==> src/hpc_pkg.sv <==
// package of constants and carrier types for the host port control block
package hpc_pkg;
    // data bus and register space widths
    localparam int DATA_W = 8;
    localparam int ADDR_W = 4;
    localparam int NREGS  = 16;
    // interrupt source groups: global, framer, liu, bert
    localparam int NSRC   = 4;
    // reset values
    localparam logic [7:0] REG_RST  = 8'h00;
    localparam logic [3:0] MASK_RST = 4'hf;
    // register indices inside the small control space
    localparam logic [3:0] IDX_STATUS   = 4'h0;
    localparam logic [3:0] IDX_MASK     = 4'h1;
    localparam logic [3:0] IDX_CLKCFG   = 4'h2;
    // clock config field positions
    localparam int CLK_PS_LSB  = 0;
    localparam int CLK_FAM_BIT = 2;
    localparam int CLK_DIR_BIT = 3;
    localparam int CLK_SRC_LSB = 4;
    // reference clock divider half period in clk cycles (25 MHz base)
    localparam int REF_HALF_E1 = 6;
    localparam int REF_HALF_T1 = 8;
    // identification value, arbitrary
    localparam logic [7:0] ID_CODE = 8'h5a;

    // parallel port pins as seen by the device
    typedef struct packed {
        logic              chip_select_n;
        logic              read_strobe_n;
        logic              write_strobe_n;
        logic [ADDR_W-1:0] addr;
        logic [DATA_W-1:0] data_in;
    } hpc_bus_t;

    // backplane reference source choice
    typedef enum logic [1:0] {
        SRC_MCLK = 2'b00,
        SRC_REF  = 2'b01,
        SRC_LINE = 2'b11
    } hpc_src_t;
endpackage

==> src/hpc_ref_div.sv <==
// reference clock divider producing a one-cycle enable and a level
`timescale 1ns/1ps
module hpc_ref_div
    import hpc_pkg::*;
(
    // clock and reset
    input  wire logic clk,
    input  wire logic srst,
    // control
    input  wire logic family_e1,
    // outputs
    output logic      ref_level,
    output logic      ref_tick
);
    logic [3:0] cnt_r;   // half period counter
    logic [3:0] half;    // selected half period

    // half period per clock family
    assign half = family_e1 ? 4'(REF_HALF_E1) : 4'(REF_HALF_T1);

    // counter wrap gives one-cycle tick
    always_ff @(posedge clk) begin
        if (srst) begin
            cnt_r    <= 4'h0;
            ref_tick <= 1'b0;
        end else if (cnt_r >= half - 4'h1) begin
            cnt_r    <= 4'h0;
            ref_tick <= 1'b1;
        end else begin
            cnt_r    <= cnt_r + 4'h1;
            ref_tick <= 1'b0;
        end
    end

    // toggles on each tick
    always_ff @(posedge clk) begin
        if (srst) begin
            ref_level <= 1'b0;
        end else if (ref_tick) begin
            ref_level <= ~ref_level;
        end
    end
endmodule

==> src/hpc_top.sv <==
// host port mode, interrupt, reset and test control of the transceiver
// Notes on behaviour
// - write data latched on write strobe rise
// - interrupt low on any unmasked event
// - interrupt released once all pending events are serviced or masked, or when io floats
// - masks at global, framer, liu, bert
// - serial select picks parallel or spi
// - bus style picks strobe meaning
// - master clock family and prescale selectable
// - global reset clears all registers except mask_r and wr_prev_r, which it sets to all ones
// - reference pin input may time backplane
// - reference pin output drives reference clock
// - enable and test reset low float io
// - enable high gives normal io
// - test reset clears test controller asynchronously
// - test reset low returns normal operation
// - read drives data while strobes low
`timescale 1ns/1ps
module hpc_top
    import hpc_pkg::*;
(
    // clock and reset
    input  wire logic              clk,
    input  wire logic              srst,
    input  wire logic              global_reset_n,
    // parallel host port
    input  wire hpc_bus_t          bus,
    input  wire logic              serial_select,
    input  wire logic              bus_style_select,
    output logic [DATA_W-1:0]      data_out,
    output logic                   data_oe,
    // interrupt pin
    input  wire logic [NSRC-1:0]   irq_events,
    output logic                   interrupt_out_n_o,
    output logic                   interrupt_out_n_oe,
    // master clock selection pins
    input  wire logic              master_clock_prescale_0,
    input  wire logic              master_clock_prescale_1,
    input  wire logic              master_clock_family_select,
    // reference clock pin
    input  wire logic              reference_clock_pin_i,
    input  wire logic              line_clock_in,
    output logic                   reference_clock_pin_o,
    output logic                   reference_clock_pin_oe,
    output logic                   backplane_ref,
    output logic                   adapted_family_e1,
    output logic [1:0]             clock_prescale,
    // test pins
    input  wire logic              digital_io_enable,
    input  wire logic              test_port_reset_n,
    output logic                   io_float,
    output logic                   id_mode,
    output logic                   test_ctrl_reset
);
    // ==========================================================
    // reset and mode decode
    logic rst_all;                    // combined reset
    logic spi_mode;                   // serial host port selected
    logic ds_style;                   // ds/rw strobe style
    logic wr_active_n;                // write strobe, style mapped
    logic rd_active_n;                // read strobe, style mapped
    logic wr_prev_r;                  // last write strobe level
    logic [DATA_W-1:0] regs_r [NREGS];// register storage
    logic [NSRC-1:0] pend_r;          // sticky pending events
    logic [NSRC-1:0] mask_r;          // per level mask, 1 masks
    logic id_r;                       // identification mode
    logic tr_prev_r;                  // last test reset level
    logic ref_level;                  // divider clock level
    logic ref_tick;                   // divider tick, unused beyond level

    assign rst_all        = srst | ~global_reset_n;
    assign spi_mode       = serial_select;
    // spi mode forces separate-strobe style regardless of pin
    assign ds_style       = bus_style_select & ~spi_mode;

    // strobe meaning per style
    always_comb begin
        if (ds_style) begin
            // data strobe plus direction on the write pin
            wr_active_n = bus.read_strobe_n | bus.write_strobe_n;
            rd_active_n = bus.read_strobe_n | ~bus.write_strobe_n;
        end else begin
            wr_active_n = bus.write_strobe_n;
            rd_active_n = bus.read_strobe_n;
        end
    end

    // ==========================================================
    // write capture on strobe rising edge
    always_ff @(posedge clk) begin
        if (rst_all) begin
            wr_prev_r <= 1'b1;
        end else begin
            wr_prev_r <= wr_active_n;
        end
    end

    // register file update
    always_ff @(posedge clk) begin
        if (rst_all) begin
            for (int i = 0; i < NREGS; i++) begin
                regs_r[i] <= REG_RST;
            end
        end else if (!spi_mode && !wr_prev_r && wr_active_n
                     && !bus.chip_select_n) begin
            regs_r[bus.addr] <= bus.data_in;
        end
    end

    // ==========================================================
    // interrupt masks and pending
    always_ff @(posedge clk) begin
        if (rst_all) begin
            mask_r <= MASK_RST;
        end else begin
            mask_r <= regs_r[IDX_MASK][NSRC-1:0];
        end
    end

    // set wins over clear; write one to status clears
    always_ff @(posedge clk) begin
        if (rst_all) begin
            pend_r <= '0;
        end else begin
            if (!spi_mode && !wr_prev_r && wr_active_n && !bus.chip_select_n
                && bus.addr == IDX_STATUS) begin
                pend_r <= (pend_r & ~bus.data_in[NSRC-1:0]) | irq_events;
            end else begin
                pend_r <= pend_r | irq_events;
            end
        end
    end

    // open drain style interrupt pin
    always_ff @(posedge clk) begin
        if (rst_all) begin
            interrupt_out_n_oe <= 1'b0;
        end else begin
            interrupt_out_n_oe <= |(pend_r & ~mask_r) & ~io_float;
        end
    end
    assign interrupt_out_n_o = 1'b0;

    // ==========================================================
    // read path
    always_ff @(posedge clk) begin
        if (rst_all) begin
            data_out <= '0;
        end else if (id_r) begin
            data_out <= ID_CODE;
        end else if (bus.addr == IDX_STATUS) begin
            data_out <= {{(DATA_W-NSRC){1'b0}}, pend_r};
        end else begin
            data_out <= regs_r[bus.addr];
        end
    end
    assign data_oe = !spi_mode && !rd_active_n && !bus.chip_select_n
                     && !io_float;

    // ==========================================================
    // clock selection
    always_ff @(posedge clk) begin
        if (rst_all) begin
            clock_prescale    <= 2'b00;
            adapted_family_e1 <= 1'b0;
        end else begin
            clock_prescale    <= {master_clock_prescale_1, master_clock_prescale_0};
            adapted_family_e1 <= master_clock_family_select;
        end
    end

    hpc_ref_div u_div (
        .clk       (clk),
        .srst      (rst_all),
        .family_e1 (adapted_family_e1),
        .ref_level (ref_level),
        .ref_tick  (ref_tick)
    );

    // reference pin direction and backplane source
    always_ff @(posedge clk) begin
        if (rst_all) begin
            reference_clock_pin_o <= 1'b0;
            backplane_ref         <= 1'b0;
        end else begin
            reference_clock_pin_o <= ref_level;
            case (hpc_src_t'(regs_r[IDX_CLKCFG][CLK_SRC_LSB +: 2]))
                SRC_REF:  backplane_ref <= reference_clock_pin_i;
                SRC_LINE: backplane_ref <= line_clock_in;
                SRC_MCLK: backplane_ref <= ref_level;
                default:  backplane_ref <= ref_level;
            endcase
        end
    end
    assign reference_clock_pin_oe = regs_r[IDX_CLKCFG][CLK_DIR_BIT] & ~io_float;

    // ==========================================================
    // test controls
    assign io_float        = ~digital_io_enable & ~test_port_reset_n;
    assign test_ctrl_reset = ~test_port_reset_n;

    // rising test reset enters id mode, low leaves it
    always_ff @(posedge clk) begin
        if (rst_all) begin
            tr_prev_r <= 1'b0;
            id_r      <= 1'b0;
        end else begin
            tr_prev_r <= test_port_reset_n;
            if (!test_port_reset_n) begin
                id_r <= 1'b0;
            end else if (!tr_prev_r) begin
                id_r <= 1'b1;
            end
        end
    end
    assign id_mode = id_r;
endmodule

==> config.mk <==
export PLATFORM = sky130hd
export DESIGN_NAME = hpc_top
export DESIGN_NICKNAME = d
export VERILOG_FILES = /design/src/hpc_pkg.sv /design/src/hpc_ref_div.sv /design/src/hpc_top.sv
export SDC_FILE = /design/constraint.sdc
export NUM_CORES = 1
export LEC_CHECK = 0
export ABC_AREA = 1
export BUFFER_PORTS_ARGS = -buffer_cell sky130_fd_sc_hd__clkbuf_2
export CAP_MARGIN = 20
export CORE_ASPECT_RATIO = 1.1
export CORE_UTILIZATION = 55
export DETAILED_ROUTE_END_ITERATION = 10
export PLACE_DENSITY = 0.75
export SKIP_LAST_GASP = 1
export SLEW_MARGIN = 20
export SYNTH_ARGS = -nofsm -noshare
export SYNTH_HDL_FRONTEND = slang
export SYNTH_SLANG_ARGS = --single-unit
export TNS_END_PERCENT = 1
==> constraint.sdc <==
create_clock -name clk -period 2 [get_ports clk]
set_clock_uncertainty 0.1 [all_clocks]
set_input_delay 0.3 -clock clk [delete_from_list [all_inputs] [get_ports clk]]
set_output_delay 0.3 -clock clk [all_outputs]
set_load 0.01 [all_outputs]
==> flow_summary.toml <==
[timing]
finalSetupViolations = 0
worst_pin_slew_ps = 778.7
maxSlewViolCount = 0
relSlewSlack = 0.4803
fmax_mhz = 551.3
hold_viol_final = 0
rsz0062_at_grt = "false"
fin_crit_ps = 1814
fin_crit_sh = 0.9070
tns_ps = 0

[min_path]
hold_end = "pend_r[3]$_SDFF_PP0_"
hold_class = "in2reg"
hp-start = "irq_events[3]"
hold-path-cell-count = 3

[routing]
routed_wl_um = 17790
vias_per_cell = 5.581
ant_nets = 0
firstDrtPassIters = 5
routedWlPerCell_um = 18.08
drc = 0
drt_iter0_drc = 521
vias = 5492

[floorplan]
die_area_um2 = 13070
core_um2 = 12140
ios = 51
dieHeight_um = 119.8
dieWidth_um = 109.1
start_util = 0.5716
row_count = 42

[synth]
synth_edf_count = 128
synth-seq-cells = 159
synth_common_cells = "247 x nand2_1, 150 x nor2_1, 128 x edfxtp_1"
syn_nets = 756
synth-async-reset-ratio = 0
syn_inst = 723
synth_top_area_cell = "edfxtp_1"
synth_top_flop_cell = "edfxtp_1"
ys_types = 35
synth_top_area_frac = 0.5539
synth_area_leaders = "edfxtp_1 55%, nand2_1 13%, dfxtp_1 8.9%"
ys_seq_area_frac = 0.6433
yosysWarningCount = 0
avgSynthCellArea_um2 = 9.598
syn_area_um2 = 6939
yosysMostFrequentCell = "nand2_1"

[critical_path]
worst_ep_required_time_ps = 1990
r2r_cells = 6
cp.arrival_ps = 1800
rr_endpoint = "regs_r[6][3]$_SDFFCE_PN0P_"
critical_path.slowest_cell = "dfxtp_1"
end_kind = "register"
worst_path_dominant_cell_family = "simple AND/OR/NAND/NOR gates"
crit_type = "reg2reg"
reg2reg_from = "wr_prev_r$_SDFF_PP1_"
cp_max_fo = 8
crit_chain = "nor2_4, nand3_2, nor3_4, buf_4, nand2_4, nand2_1"
path_buf_inv = 1
rrSetupSlack_ps = 190
max_stage_delay_ps = 330
cp-start-kind = "register"

[clocking]
clock-root-buffer = "clkbuf_16"
cts.sinks = 159
path_clk_slew_ps = 60
numCtsBuffers = 17
h-tree-depth = 4
cts_setup_buffers = 0
cts.path.max_buffers = 2
clock_latency_ps = 420
tritoncts = "done"

[layout]
finish.utilization = 0.6852
area_growth_pct = 19.87
antenna_cells = 0
drive_gt1_frac = 0.1904
instances_no_fill = 984
finalNetCount = 850
final_cell_area_um2 = 8318

[global_routing]
grt_pass1_wl_um = 27300
grt_max_degree = 25
grt_pass1_vias = 5570
grt_antenna_before_repair = 0
grtUsageTotal = 0.2870
grt-ovfl-total = 0

[placement]
io_buffers = 49
gp_congestion = 0.8969
place_area_um2 = 7657
placed_cells = 947
dp_hpwl_um = 11800

[status]
status = "finished clean"

[job]
maxCapViolCount = 0

[power_and_ir_drop]
power.density_nw_per_um2 = 905.6
max-vdd-ir-drop_uv = 702.2
p_leak_nw = 3.908
-- worst max path at each step --
stage / start / to / cells after the start
2_1_floorplan: serial_select / regs_r[13][0]$_SDFFCE_PN0P_ / 6
3_3_place_gp: serial_select / regs_r[15][3]$_SDFFCE_PN0P_ / 8
3_5_place_dp: serial_select / regs_r[6][4]$_SDFFCE_PN0P_ / 8
4_1_cts: wr_prev_r$_SDFF_PP1_ / regs_r[6][3]$_SDFFCE_PN0P_ / 6
5_1_grt: wr_prev_r$_SDFF_PP1_ / regs_r[6][4]$_SDFFCE_PN0P_ / 6
6_report: wr_prev_r$_SDFF_PP1_ / regs_r[6][3]$_SDFFCE_PN0P_ / 6
-- state kept, by name, indices dropped and copies added, names as in the netlist, 2 cells and up --
signal / cells
regs_r: 128
u_div.cnt_r: 4
pend_r: 4
data_out: 8
clock_prescale: 2
mask_r: 4
-- metrics by stage --
| step | setup WS [ps] | hold slack (ps) | power (W) |
|---|---|---|---|
| floorplan | 102.6 | 297.3 | 0.004071 |
| global placement | -53.28 | 310.6 | 0.004269 |
| detailed placement | -105.2 | 304.7 | 0.004290 |
| CTS | 174.1 | 6.074 | 0.007532 |
| global route | 78.63 | 28.71 | 0.007732 |
| finish | 186.1 | 17.54 | 0.007533 |
-- tightest hold or removal path, stage by stage --
cell and delay (ps):
clkbuf_2 80, inv_1 40, a21oi_1 60
-- placed cells by master, fill, tap and decap left out, types with 4 or more instances in the layout --
cell,count
nand2_1,247
nor2_1,150
edfxtp_1,128
buf_4,52
clkbuf_2,50
inv_1,31
dfxtp_1,31
a22oi_1,24
clkbuf_16,20
o21ai_0,12
a21oi_1,9
nand3_1,8
nand2_4,8
clkinv_1,5
nor3_1,5
dlygate4sd3_1,5
or2_2,4
nand4_1,4
inv_4,4
-- power breakdown --
part           switching (W)  internal (W)  total [W]
registers          0.0000487       0.00368    0.00373
logic               0.000355      0.000157   0.000513
clock network        0.00130       0.00198    0.00329
-- kinds of logic (layout without fill, tap and decap cells) --
kind of cell,Yosys count,in the layout,synth area share
AOI/OAI and AO/OA,51,51,0.04760
adders and majority gates,2,2,0.003606
and+or+nand+nor,436,436,0.2587
muxes,1,1,0.001443
xor gates and xnor gates,2,2,0.002525
other,1,1,0.0005404
DFF,159,159,0.6433
buffers and inverters,71,178,0.04219
-- timing repair --
action / CTS / global route
hold buffers: 5 / 0
hold endpoints to repair: 5 / 0
gates resized for setup: 0 / 0
-- cell type report --
cell class,instances,area (um2)
Multi-Input combinational cell,493,2182
Clock inverter,10,91.34
Sequential cell,159,4464
Timing Repair Buffer,108,725.7
Tap cell,154,192.7
Fill cell,899,3821
Inverter,38,142.6
Clock buffer,22,519.2
-- metal layers --
layer | global-route usage | vias up | wire [um]
li1 | - | 2554 | -
met1 | 0.3541 | 2607 | 6831
met2 | 0.4819 | 272 | 8932
met3 | 0.05269 | 59 | 1376
met4 | 0.1368 | 0 | 645
met5 | 0 | - | 0
(Power assumes the default switching activity.)
